## src/logic/rtca_pkg.sv

```systemverilog
/*
 * rtca_pkg: register offsets, field positions, reset values and timing
 * counts for the alarm compare and countdown timer section.
 * Assumes a 10 MHz mclk and a 32.768 kHz oscillator pin.
 */
package rtca_pkg;
   // register offsets on the byte register port
   localparam logic [7:0] OFS_MDAY_ALARM = 8'h0E;
   localparam logic [7:0] OFS_WDAY_ALARM = 8'h0F;
   localparam logic [7:0] OFS_CD_COUNT   = 8'h10;
   localparam logic [7:0] OFS_CD_CTRL    = 8'h11;
   // field positions
   localparam int         POS_MATCH_DIS  = 7;
   localparam int         POS_CLK_SEL    = 3;
   localparam int         POS_RUN        = 2;
   localparam int         POS_IRQ_EN     = 1;
   localparam int         POS_PULSE_MODE = 0;
   // readable bits of each register, others read zero
   localparam logic [7:0] MASK_DAY       = 8'hBF;
   localparam logic [7:0] MASK_WDAY      = 8'h87;
   localparam logic [7:0] MASK_CTRL      = 8'h1F;
   // reset values
   localparam logic [7:0] RST_DAY        = 8'h80;
   localparam logic [7:0] RST_WDAY       = 8'h80;
   localparam logic [7:0] RST_COUNT      = 8'h00;
   localparam logic [7:0] RST_CTRL       = 8'h18;
   // source clock select codes
   typedef enum logic [1:0]
   {
      RTCA_SRC_4096 = 2'b00,
      RTCA_SRC_64   = 2'b01,
      RTCA_SRC_1HZ  = 2'b10,
      RTCA_SRC_1_60 = 2'b11
   } rtca_src_t;
   // oscillator edges per source tick, seconds per 1/60 Hz tick
   localparam int         OSC_PER_4096   = 8;
   localparam int         OSC_PER_64     = 512;
   localparam int         SEC_PER_MIN    = 60;
endpackage

```

## src/logic/rtca_top.sv

```systemverilog
/*
 * rtca_top: day and weekday alarm compare with sticky alarm flag, and the
 * 8-bit countdown timer with four source clocks and level or pulse irq.
 * Assumes a byte register port driven by the serial front end on mclk,
 * the calendar, its 1 Hz tick (offset correction already applied) and the
 * second/minute/hour field matches supplied on mclk; osc_32k is a pin.
 */
//
// Contract
// - day alarm: disable bit7, BCD day 5:0
// - weekday alarm: disable bit7, weekday 2:0
// - disabled alarm fields never take part
// - flag set when enabled fields first match
// - alarm irq enabled: output follows alarm flag
// - alarm flag stays until cleared; new match sets it again
// - count at 10h, control at 11h, count resets 0
// - bits 4:3 select source, reset 11
// - bit2 runs, bit1 irq enable, 7:5 zero
// - bit0 selects level or pulse irq
// - each source tick decrements the count
// - zero count halts timer; host loads 1..255
// - 1 Hz sources follow corrected second tick
// - expiry from 1 sets flag and reloads
// - only host clear resets expired flag
// - count read returns live remaining value
module rtca_top
(
   input  wire logic       mclk,
   input  wire logic       rst_n,
   input  wire logic [7:0] reg_addr,
   input  wire logic [7:0] reg_wdata,
   input  wire logic       reg_wr,
   input  wire logic       reg_rd,
   output logic      [7:0] reg_rdata,
   input  wire logic       osc_32k,
   input  wire logic       sec_tick,
   input  wire logic [5:0] cur_day,
   input  wire logic [2:0] cur_weekday,
   input  wire logic       sec_match_ok,
   input  wire logic       min_match_ok,
   input  wire logic       hour_match_ok,
   input  wire logic       alarm_irq_enable,
   input  wire logic       alarm_flag_clear,
   input  wire logic       countdown_flag_clear,
   output logic            alarm_hit_flag,
   output logic            countdown_expired_flag,
   output logic            int_n
);
   logic [7:0] day_of_month_alarm, next_day_of_month_alarm;
   logic [7:0] day_of_week_alarm,  next_day_of_week_alarm;
   logic [7:0] countdown_count,    next_countdown_count;
   logic [7:0] countdown_reload,   next_countdown_reload;
   logic [7:0] countdown_control,  next_countdown_control;
   logic [7:0] next_reg_rdata;
   logic       next_alarm_hit_flag, next_countdown_expired_flag, next_int_n;
   logic       osc_meta, osc_sync, osc_prev;
   logic [8:0] osc_div, next_osc_div;
   logic [5:0] sec_div, next_sec_div;
   logic [9:0] pulse_cnt, next_pulse_cnt;
   logic       match_prev;
   logic       osc_edge, src_tick, alarm_match, expire;
   rtca_pkg::rtca_src_t countdown_clock_select;
   logic       countdown_run, countdown_irq_enable, countdown_irq_pulse_mode;
   logic       day_match_disable, weekday_match_disable;

   // bcd-safe field compare, used for both alarm fields
   function automatic logic field_ok(input logic dis, input logic [5:0] a,
                                     input logic [5:0] b);
      field_ok = dis | (a == b);
   endfunction

   // oscillator pin synchroniser; only osc_sync and osc_prev feed logic
   always_ff @(posedge mclk)
   begin
      osc_meta   <= osc_32k;
      osc_sync   <= osc_meta;
      osc_prev   <= osc_sync;
      match_prev <= rst_n ? alarm_match : 1'b1;
   end

   // field decode
   assign day_match_disable        = day_of_month_alarm[rtca_pkg::POS_MATCH_DIS];
   assign weekday_match_disable    = day_of_week_alarm[rtca_pkg::POS_MATCH_DIS];
   assign countdown_clock_select   =
      rtca_pkg::rtca_src_t'(countdown_control[rtca_pkg::POS_CLK_SEL +: 2]);
   assign countdown_run            = countdown_control[rtca_pkg::POS_RUN];
   assign countdown_irq_enable     = countdown_control[rtca_pkg::POS_IRQ_EN];
   assign countdown_irq_pulse_mode = countdown_control[rtca_pkg::POS_PULSE_MODE];
   assign osc_edge                 = osc_sync & ~osc_prev;

   // disabled fields pass; match_prev starts high so reset cannot fire it
   assign alarm_match = sec_match_ok & min_match_ok & hour_match_ok
      & field_ok(day_match_disable, day_of_month_alarm[5:0], cur_day)
      & field_ok(weekday_match_disable, {3'h0, day_of_week_alarm[2:0]},
                 {3'h0, cur_weekday});

   // source tick select; slow sources ride the corrected second tick
   always_comb
   begin
      case (countdown_clock_select)
         rtca_pkg::RTCA_SRC_4096: src_tick = osc_edge & (osc_div[2:0] == 3'h7);
         rtca_pkg::RTCA_SRC_64:   src_tick = osc_edge & (osc_div == 9'h1FF);
         rtca_pkg::RTCA_SRC_1HZ:  src_tick = sec_tick;
         default:                 src_tick = sec_tick &
            (sec_div == 6'(rtca_pkg::SEC_PER_MIN - 1));
      endcase
   end

   // a zero count never expires and never moves
   assign expire = countdown_run & src_tick & (countdown_count == 8'h01);

   // next-state for registers, counters, flags and outputs
   always_comb
   begin
      next_day_of_month_alarm = day_of_month_alarm;
      next_day_of_week_alarm  = day_of_week_alarm;
      next_countdown_control  = countdown_control;
      next_countdown_reload   = countdown_reload;
      next_countdown_count    = countdown_count;
      next_osc_div            = osc_edge ? osc_div + 9'h001 : osc_div;
      next_sec_div            = sec_div;
      next_pulse_cnt          = pulse_cnt;
      next_reg_rdata          = reg_rdata;
      if (sec_tick)
      begin
         next_sec_div = (sec_div == 6'(rtca_pkg::SEC_PER_MIN - 1)) ? 6'h00
                        : sec_div + 6'h01;
      end
      // countdown: decrement, reload on expiry, hold at zero
      if (countdown_run && src_tick && countdown_count != 8'h00)
      begin
         next_countdown_count = expire ? countdown_reload
                                : countdown_count - 8'h01;
      end
      // pulse lasts one 4096 Hz period or 1/64 s, counted in osc edges
      if (expire)
      begin
         next_pulse_cnt = (countdown_clock_select == rtca_pkg::RTCA_SRC_4096)
                          ? 10'(rtca_pkg::OSC_PER_4096)
                          : 10'(rtca_pkg::OSC_PER_64);
      end
      else if (osc_edge && pulse_cnt != 10'h000)
      begin
         next_pulse_cnt = pulse_cnt - 10'h001;
      end
      // register writes; a count write takes immediate effect
      if (reg_wr)
      begin
         if (reg_addr == rtca_pkg::OFS_MDAY_ALARM)
         begin
            next_day_of_month_alarm = reg_wdata & rtca_pkg::MASK_DAY;
         end
         else if (reg_addr == rtca_pkg::OFS_WDAY_ALARM)
         begin
            next_day_of_week_alarm = reg_wdata & rtca_pkg::MASK_WDAY;
         end
         else if (reg_addr == rtca_pkg::OFS_CD_COUNT)
         begin
            next_countdown_reload = reg_wdata;
            next_countdown_count  = reg_wdata;
         end
         else if (reg_addr == rtca_pkg::OFS_CD_CTRL)
         begin
            next_countdown_control = reg_wdata & rtca_pkg::MASK_CTRL;
         end
      end
      // register reads, unmapped offsets answer zero
      if (reg_rd)
      begin
         if (reg_addr == rtca_pkg::OFS_MDAY_ALARM)
            next_reg_rdata = day_of_month_alarm;
         else if (reg_addr == rtca_pkg::OFS_WDAY_ALARM)
            next_reg_rdata = day_of_week_alarm;
         else if (reg_addr == rtca_pkg::OFS_CD_COUNT)
            next_reg_rdata = countdown_count;
         else if (reg_addr == rtca_pkg::OFS_CD_CTRL)
            next_reg_rdata = countdown_control;
         else
            next_reg_rdata = 8'h00;
      end
      // sticky flags: a set in the clear cycle wins
      next_alarm_hit_flag = (alarm_hit_flag & ~alarm_flag_clear)
                            | (alarm_match & ~match_prev);
      next_countdown_expired_flag = (countdown_expired_flag
                                     & ~countdown_flag_clear) | expire;
      // pulse mode asserts with the flag, so use expire as well
      next_int_n = ~((alarm_irq_enable & next_alarm_hit_flag)
                     | (countdown_irq_enable &
                        (countdown_irq_pulse_mode
                         ? (expire | pulse_cnt != 10'h000)
                         : next_countdown_expired_flag)));
   end

   // state registers
   always_ff @(posedge mclk)
   begin
      if (!rst_n)
      begin
         day_of_month_alarm     <= rtca_pkg::RST_DAY;
         day_of_week_alarm      <= rtca_pkg::RST_WDAY;
         countdown_count        <= rtca_pkg::RST_COUNT;
         countdown_reload       <= rtca_pkg::RST_COUNT;
         countdown_control      <= rtca_pkg::RST_CTRL;
         osc_div                <= 9'h000;
         sec_div                <= 6'h00;
         pulse_cnt              <= 10'h000;
         reg_rdata              <= 8'h00;
         alarm_hit_flag         <= 1'b0;
         countdown_expired_flag <= 1'b0;
         int_n                  <= 1'b1;
      end
      else
      begin
         day_of_month_alarm     <= next_day_of_month_alarm;
         day_of_week_alarm      <= next_day_of_week_alarm;
         countdown_count        <= next_countdown_count;
         countdown_reload       <= next_countdown_reload;
         countdown_control      <= next_countdown_control;
         osc_div                <= next_osc_div;
         sec_div                <= next_sec_div;
         pulse_cnt              <= next_pulse_cnt;
         reg_rdata              <= next_reg_rdata;
         alarm_hit_flag         <= next_alarm_hit_flag;
         countdown_expired_flag <= next_countdown_expired_flag;
         int_n                  <= next_int_n;
      end
   end
endmodule

```

## config.mk

```make
export PLATFORM = sky130hd
export DESIGN_NAME = rtca_top
export DESIGN_NICKNAME = d
export VERILOG_FILES = /design/src/logic/rtca_pkg.sv /design/src/logic/rtca_top.sv
export SDC_FILE = /design/constraint.sdc
export NUM_CORES = 1
export LEC_CHECK = 0
export BUFFER_PORTS_ARGS = -buffer_cell sky130_fd_sc_hd__buf_2
export CAP_MARGIN = 40
export CORE_ASPECT_RATIO = 0.75
export CORE_MARGIN = 2
export CORE_UTILIZATION = 55
export CTS_CLUSTER_SIZE = 12
export DETAILED_ROUTE_END_ITERATION = 8
export PLACE_DENSITY = 0.77
export REMOVE_ABC_BUFFERS = 1
export SYNTH_ARGS = -nofsm -noshare
export SYNTH_HDL_FRONTEND = slang
export SYNTH_SLANG_ARGS = --single-unit
```

## constraint.sdc

```tcl
create_clock -name mclk -period 2.8 [get_ports mclk]
set_clock_uncertainty 0.2 [all_clocks]
set_input_delay 0.14 -clock mclk [delete_from_list [all_inputs] [get_ports mclk]]
set_output_delay 0.14 -clock mclk [all_outputs]
set_load 0.01 [all_outputs]
```

==> flow_summary.yaml, run 1 <==
status:
  status: "finished clean"
flow_run:
  cap_violations: 0
sta:
  maxSlewHeadroom: 0.579
  fin_setup_tns_ns: 0
  rsz0062_at_grt: "false"
  drv_slew: 0
  fin_crit_ns: 2.55
  fin_crit_sh: 0.911
  clock.fmax_mhz: 392
  hold_viol: 0
  finalSetupViolCount: 0
  tightest_slew_ns: 0.630
setup_path:
  r2r_end: "pulse_cnt[9]"
  cp_max_fo: 8
  path_buf_inv: 0
  reg2reg_slack_ns: 0.25
  crit_type: "flop to flop"
  crit_chain: "ha_1 -> nand3_1 -> nor2_1 -> ha_1 -> a211oi_1 -> or3_1 -> nor2_1 -> nand3_1 -> and3_1"
  end_kind: "flop"
  start_kind: "flop"
  crit_family: "simple AND/OR/NAND/NOR gates"
  cp.required_ns: 2.84
  worst_path_max_delay_cell: "or3_1"
  cp_slowest_stage_delay_ns: 0.53
  reg2reg_from: "osc_div[0]"
  rr_worst_depth: 9
  worstPathArrival_ns: 2.59
power_and_ir_drop:
  p_sw_mw: 0.663
  peakVddDrop_mv: 0.356
  power.density_nw_per_um2: 583
  internal_power_mw: 1.75
  pwr-share-seq: 0.472
  switching_share: 0.274
  pwr-share-clk: 0.349
  comb_power_share: 0.179
  p_leak_nw: 1.61
cells_and_area:
  most-common-layout-cells: "dfxtp_1, nand2_1, buf_2, nor2_1, o21ai_0"
  drive_gt1_frac: 0.160
  nNetsFinal: 513
  instances_no_fill: 555
  syn2layout_area_growth_pct: 18.8
  num_antenna_cells: 0
  final_common_cell: "dfxtp_1"
logic_synthesis:
  synthDistinctLibCells: 53
  syn-instance-count: 410
  synth_area_um2: 3490
  syn_area_per_cell_um2: 8.52
  yosysSeqAreaShare: 0.413
  yosys_register_bits: 72
  synth_top_area_share: 0.413
  synth_flop_cell: "dfxtp_1"
  yosys-top-cells-area: "dfxtp_1, nand2_1, a21boi_0"
  synth.largest_area_cell: "dfxtp_1"
  async_flop_share: 0
  ys_warn_count: 0
  synth-edff-count: 0
clock_tree:
  clk_latency_ns: 0.35
  post_cts.repair.setup_buffers: 0
  cts.sinks: 72
  clkTransAtPathRegs_ns: 0.08
  htreeDepth: 3
  ctsRootBufferMaster: "clkbuf_8"
  clk_path_buf_depth: 2
  tritoncts: "built"
  cts_buffers: 9
route:
  via_count: 3115
  dr.pass1.iters: 4
  routed_wl_um: 8110
  wire_per_inst_um: 14.6
  routed_via_density: 5.61
  ant_nets: 0
  drtIter0Drc: 190
  drcViolationCount: 0
place:
  dpl.hpwl_um: 5640
  placed_cells: 523
  io_buffers: 47
  globalplace.congestion: 0.887
global_routing:
  grtUsageTotal: 0.238
  grt_max_degree: 32
  grt_use_met3: 0.0692
  grt_pass1_vias: 2782
  grt_overflow: 0
  grt_pass1_wl_um: 12900
  grt.met1_usage: 0.333
  top_usage_layer: "met2"
  grt_util_met2: 0.349
  antenna_found_initial: 0
die:
  coreArea_um2: 6220
  die_x_um: 96.0
  row_count: 25
  ios: 48
  die_h_um: 73.0
  die_area_um2: 7010
  initial_core_util: 0.561
min_path:
  hold_class: "primary input to flop"
  hp-start: "alarm_flag_clear"
  whs_endpoint: "alarm_hit_flag"
  hold_depth: 4
[area by class of cell]
type,instances,area (um^2)
fillers,529,2080
multi-input cells,308,1920
flip-flops and latches,72,1440
repair buffers,70,448
clock buffers,11,151
well taps,81,101
clock inverters,5,55.1
inverters,8,30.0
[power by group through the flow]
stage                     Clock, mW  Combinational, mW  Sequential [mW]
after floorplan                   0              0.293             1.15
after global placement            0              0.404             1.16
after detailed placement          0              0.415             1.16
after CTS                     0.866              0.435             1.14
after global routing          0.895              0.491             1.15
final                         0.844              0.433             1.14
[synth_stat cells (9+ instances only)]
cell	n
xor2_1	12
nand2_1	52
xnor2_1	16
mux2i_1	9
nor2b_1	13
clkbuf_1	13
o21ai_0	24
nand3_1	20
a21boi_0	20
dfxtp_1	72
nor2_1	31
a21oi_1	15
[stage by stage]
step           power (mW)  area (um^2)  worst slack, ns   util  hold WS (ns)
2_1_floorplan        1.44         3390           0.0501      -       -0.0323
3_3_place_gp         1.56         3780            0.448  0.608        0.0457
3_5_place_dp         1.58         3780            0.342  0.608        0.0470
4_1_cts              2.44         4150            0.260  0.667       0.00805
5_1_grt              2.53         4150            0.107  0.667        0.0472
6_report             2.42         4150            0.250  0.667        0.0224
[metal layers]
| metal | share of wire | up-vias |
|---|---|---|
| met1 | 0.48 | 1444 |
| met2 | 0.44 | 94 |
| met3 | 0.073 | 14 |
| met5 | 0 | - |
| met4 | 0.013 | 0 |
| li1 | - | 1563 |
[kinds of logic (layout without fill, tap and decap cells)]
logic type      count (synthesis)  count (layout)  share of synthesized area
simple gates                  166             166                      0.236
mux                            10              10                     0.0290
fa+ha+maj                       7               7                     0.0251
xor+xnor                       28              28                     0.0702
compound gates                 97              97                      0.190
flops                          72              72                      0.413
buf+inv                        30              94                     0.0373
[worst max-delay path by stage]
stage | endpoint | cells past startpoint | start | slack [ns]
finish | pulse_cnt[9] | 9 | osc_div[0] | 0.25
global placement | countdown_count[4] | 9 | osc_div[0] | 0.45
detailed placement | pulse_cnt[9] | 9 | osc_div[0] | 0.34
CTS | pulse_cnt[9] | 9 | osc_div[0] | 0.26
global route | pulse_cnt[9] | 9 | osc_div[0] | 0.11
floorplan | countdown_count[2] | 9 | osc_div[0] | 0.05
[sequential cells by signal, summed over array words and instances (netlist names), 4 cells and up]
signal	flops
osc_div	9
reg_rdata	8
countdown_count	8
pulse_cnt	10
day_of_month_alarm	7
day_of_week_alarm	4
countdown_reload	8
sec_div	6
countdown_control	5
[tightest hold or removal path: cells and delay by family]
family | cells | cell delay [ns]
buffers and inverters | 1 | 0.07
AO/OA/AOI/OAI | 1 | 0.16
AND/OR/NAND/NOR | 2 | 0.14
[repair_timing]
action	CTS	global route
gates resized for setup	0	0
hold buffers	16	0
endpoints found under the setup margin	0	0
endpoints found under the hold margin	45	0
Note: power is estimated with default switching activity, not from simulation.
==> run 2: changes to the inputs <==
--- a/config.mk
+++ b/config.mk
@@ -12,7 +12,7 @@
 export CORE_UTILIZATION = 55
 export CTS_CLUSTER_SIZE = 12
 export DETAILED_ROUTE_END_ITERATION = 8
-export PLACE_DENSITY = 0.77
+export PLACE_DENSITY = 0.85
 export REMOVE_ABC_BUFFERS = 1
 export SYNTH_ARGS = -nofsm -noshare
 export SYNTH_HDL_FRONTEND = slang
==> flow_summary.yaml, run 2 (synthesized netlist as in run 1, its figures left out) <==
cells_and_area:
  nNetsFinal: 512
  drive_gt1_frac: 0.153
  largest_reg_flops: 10
  final_common_cell: "dfxtp_1"
  num_antenna_cells: 0
  final_cell_area_um2: 4100
  largest-register: "pulse_cnt"
  syn2layout_area_growth_pct: 17.3
  most-common-layout-cells: "dfxtp_1, nand2_1, buf_2, nor2_1, o21ai_0"
  instances_no_fill: 553
  reg_top3: "pulse_cnt (10), osc_div (9)"
route:
  routed_via_density: 5.72
  ant_nets: 0
  dr.pass1.iters: 4
  via_count: 3165
  drcViolationCount: 0
  wire_per_inst_um: 14.8
  drtIter0Drc: 264
  routed_wl_um: 8200
setup_path:
  cp.required_ns: 2.85
  crit_type: "flop to flop"
  rr_worst_depth: 9
  reg2reg_from: "osc_div[0]"
  end_kind: "flop"
  reg2reg_slack_ns: 0.34
  r2r_end: "pulse_cnt[9]"
  start_kind: "flop"
  worstPathArrival_ns: 2.51
  cp_max_fo: 8
die:
  die_x_um: 96.0
  die_h_um: 73.0
  coreArea_um2: 6220
  ios: 48
  row_count: 25
  die_area_um2: 7010
  initial_core_util: 0.561
place:
  dpl.hpwl_um: 5690
  placed_cells: 522
  dp_slack_ns: 0.398
  globalplace.congestion: 0.870
  place_area_um2: 3770
  io_buffers: 47
global_routing:
  antenna_found_initial: 0
  grt_pass1_vias: 2847
  grt_max_degree: 47
  grt_pass1_wl_um: 13100
  grtUsageTotal: 0.245
  grt_overflow: 0
sta:
  clock.fmax_mhz: 406
  tightest_slew_ns: 0.702
  hold_viol: 0
  finalSetupViolCount: 0
  fin_setup_tns_ns: 0
  rsz0062_at_grt: "false"
  fin_crit_sh: 0.879
  fin_crit_ns: 2.46
  fin_ws_ns: 0.339
  hold_ws_ns: 0.0196
  maxSlewHeadroom: 0.532
  drv_slew: 0
status:
  status: "finished clean"
clock_tree:
  ctsRootBufferMaster: "clkbuf_8"
  cts_buffers: 9
  cts.sinks: 72
  cts_resized: 0
  clk_path_buf_depth: 2
  clk_latency_ns: 0.36
  clkTransAtPathRegs_ns: 0.07
  htreeDepth: 3
  tritoncts: "built"
min_path:
  whs_endpoint: "alarm_hit_flag"
  hold_class: "primary input to flop"
  hold_depth: 4
  hp-start: "alarm_flag_clear"
flow_run:
  cap_violations: 0
power_and_ir_drop:
  power.density_nw_per_um2: 564
  peakVddDrop_mv: 0.363
  p_leak_nw: 1.59
## run 2: changes by cell type in the layout (fill, tap and decap cells not counted), sizes merged
cell and change:
bufinv -1, clkbuf +1, clkinv +1, clkinvlp -2
buf -1
## run 2: worst max-delay path by stage
| stage | from | endpoint | depth (start not counted) |
|---|---|---|---|
| after floorplan | osc_div[0] | countdown_count[2] | 9 |
| after global placement | osc_div[0] | countdown_count[4] | 9 |
| after detailed placement | osc_div[0] | countdown_count[4] | 9 |
| after CTS | osc_div[0] | pulse_cnt[9] | 9 |
| after global routing | osc_div[0] | pulse_cnt[9] | 9 |
| final | osc_div[0] | pulse_cnt[9] | 9 |
## run 2: final cells by class
cell class | count | area [um^2]
inverter | 8 | 30.0
multi-input combinational | 308 | 1920
clock inverter | 3 | 18.8
clock buffer | 12 | 145
fill | 513 | 2130
sequential | 72 | 1440
tap | 81 | 101
timing repair buffer | 69 | 440
## run 2: stage by stage
stage                     utilization  power, mW
after floorplan                     -       1.44
after global placement          0.606       1.56
after detailed placement        0.606       1.58
after CTS                       0.658       2.31
after global routing            0.658       2.42
final                           0.658       2.31
## run 2: critical path, stage by stage, from the launching register on
cell and delay [ns]:
dfxtp_1 0.37, ha_1 0.20, nand3_1 0.08, nor2_1 0.09
ha_1 0.15, a211oi_1 0.08, or3_1 0.54, nor2_1 0.30
nand3_1 0.14, and3_1 0.19
## run 2: what timing repair did
item,4_1_cts,5_1_grt
endpoints found under the hold margin,40,0
setup buffers,0,0
hold buffers,16,0
## run 2: where the power goes
part           total, mW  internal, mW  switching [mW]
Clock              0.717         0.340           0.378
Sequential          1.14          1.08          0.0576
Combinational      0.454         0.215           0.239
Total               2.31          1.64           0.674
## run 2: per-layer routing
metal,vias up,GRT usage,share of wire
li1,1564,-,-
met1,1470,0.319,0.45
met2,115,0.368,0.45
met3,16,0.0940,0.083
met4,0,0.0905,0.017
met5,-,0,0
==> run 3: changes to the inputs <==
--- a/config.mk
+++ b/config.mk
@@ -10,10 +10,12 @@
 export CORE_ASPECT_RATIO = 0.75
 export CORE_MARGIN = 2
 export CORE_UTILIZATION = 55
+export CTS_BUF_LIST = sky130_fd_sc_hd__clkbuf_4 sky130_fd_sc_hd__clkbuf_8
 export CTS_CLUSTER_SIZE = 12
 export DETAILED_ROUTE_END_ITERATION = 8
 export PLACE_DENSITY = 0.85
 export REMOVE_ABC_BUFFERS = 1
+export SLEW_MARGIN = 25
 export SYNTH_ARGS = -nofsm -noshare
 export SYNTH_HDL_FRONTEND = slang
 export SYNTH_SLANG_ARGS = --single-unit
==> flow_summary.yaml, run 3 (synthesized netlist as in run 1, its figures left out) <==
status:
  status: "finished clean"
global_routing:
  grt_overflow: 0
  grt_pass1_wl_um: 13100
  grt_use_met3: 0.0940
  grt_pass1_vias: 2847
  grt_max_degree: 47
  grt.met1_usage: 0.319
  grtUsageTotal: 0.245
  antenna_found_initial: 0
  top_usage_layer: "met2"
  grt_util_met2: 0.368
clock_tree:
  tritoncts: "built"
  clk_path_buf_depth: 2
  htreeDepth: 3
  cts.sinks: 72
  clk_latency_ns: 0.36
  ctsRootBufferMaster: "clkbuf_8"
  cts_resized: 0
  clkTransAtPathRegs_ns: 0.07
  cts_buffers: 9
cells_and_area:
  syn2layout_area_growth_pct: 17.6
  drive_gt1_frac: 0.157
  num_antenna_cells: 0
  final_common_cell: "dfxtp_1"
  largest_reg_flops: 10
  reg_top3: "pulse_cnt (10), osc_div (9)"
  utilization: 0.660
  instances_no_fill: 553
  final_cell_area_um2: 4110
  nNetsFinal: 512
  most-common-layout-cells: "dfxtp_1, nand2_1, buf_2, nor2_1, o21ai_0"
  largest-register: "pulse_cnt"
die:
  coreArea_um2: 6220
  ios: 48
  row_count: 25
  die_x_um: 96.0
  die_h_um: 73.0
  initial_core_util: 0.561
  die_area_um2: 7010
sta:
  hold_viol: 0
  fin_setup_tns_ns: 0
  finalSetupViolCount: 0
  hold_ws_ns: 0.0196
  drv_slew: 0
  fin_crit_sh: 0.879
  fin_ws_ns: 0.339
  tightest_slew_ns: 0.700
  fin_crit_ns: 2.46
  rsz0062_at_grt: "false"
  maxSlewHeadroom: 0.533
  clock.fmax_mhz: 406
route:
  ant_nets: 0
  wire_per_inst_um: 14.8
  routed_wl_um: 8200
  dr.pass1.iters: 5
  drcViolationCount: 0
  drtIter0Drc: 273
  via_count: 3166
  routed_via_density: 5.73
setup_path:
  cp_max_fo: 8
  crit_chain: "ha_1 -> nand3_1 -> nor2_1 -> ha_1 -> a211oi_1 -> or3_1 -> nor2_1 -> nand3_1 -> and3_1"
  worstPathArrival_ns: 2.51
  worst_path_max_delay_cell: "or3_1"
  cp_slowest_stage_delay_ns: 0.54
  crit_type: "flop to flop"
  crit_family: "simple AND/OR/NAND/NOR gates"
  end_kind: "flop"
  cp.required_ns: 2.85
  start_kind: "flop"
  path_buf_inv: 0
power_and_ir_drop:
  p_leak_nw: 1.60
  pwr-share-clk: 0.316
  power.density_nw_per_um2: 568
  comb_power_share: 0.195
  internal_power_mw: 1.66
  peakVddDrop_mv: 0.362
  pwr-share-seq: 0.489
  p_sw_mw: 0.673
  switching_share: 0.289
  finalPower_mw: 2.33
place:
  dp_slack_ns: 0.398
  globalplace.congestion: 0.870
  dpl.hpwl_um: 5690
  io_buffers: 47
  placed_cells: 522
  place_area_um2: 3770
min_path:
  hold_class: "primary input to flop"
flow_run:
  cap_violations: 0
## run 3: worst reg2reg max path, delay by kind of cell (launching register included)
kind | cells | cell delay, ns
AND/OR/NAND/NOR | 6 | 1.34
flip-flops | 1 | 0.37
adder cells (fa/ha/maj) | 2 | 0.35
AO/OA/AOI/OAI | 1 | 0.08
## run 3: path summary, 6_finish.rpt
path | slack [ns] | end | depth (start not counted) | from
min reg2reg | 0.13 | osc_sync | 0 | osc_meta
min | 0.02 | alarm_hit_flag | 4 | alarm_flag_clear
max reg2reg | 0.34 | pulse_cnt[9] | 9 | osc_div[0]
max | 0.34 | pulse_cnt[9] | 9 | osc_div[0]
## run 3: repair_timing
action | in CTS | in global routing
endpoints found under the setup margin | 0 | 0
hold buffers | 16 | 0
endpoints found under the hold margin | 40 | 0
setup buffers | 0 | 0
## run 3: power groups by stage
stage	logic, mW	clock network [mW]	registers, mW
after floorplan	0.293	0	1.15
after global placement	0.401	0	1.16
after detailed placement	0.421	0	1.16
after CTS	0.448	0.745	1.14
after global routing	0.496	0.792	1.15
final	0.454	0.736	1.14
## run 3: layout make-up
| cell class | count | area, um^2 |
|---|---|---|
| Timing Repair Buffer | 69 | 440 |
| Tap cell | 81 | 101 |
| Sequential cell | 72 | 1440 |
| Inverter | 8 | 30.0 |
| Clock inverter | 3 | 18.8 |
| Clock buffer | 12 | 153 |
| Multi-Input combinational cell | 308 | 1920 |
| Fill cell | 509 | 2120 |
## run 3: per-layer routing
metal / part of all wire / wire length, um
met5: 0 / 0
met4: 0.017 / 138
met3: 0.083 / 678
met2: 0.45 / 3680
met1: 0.45 / 3700
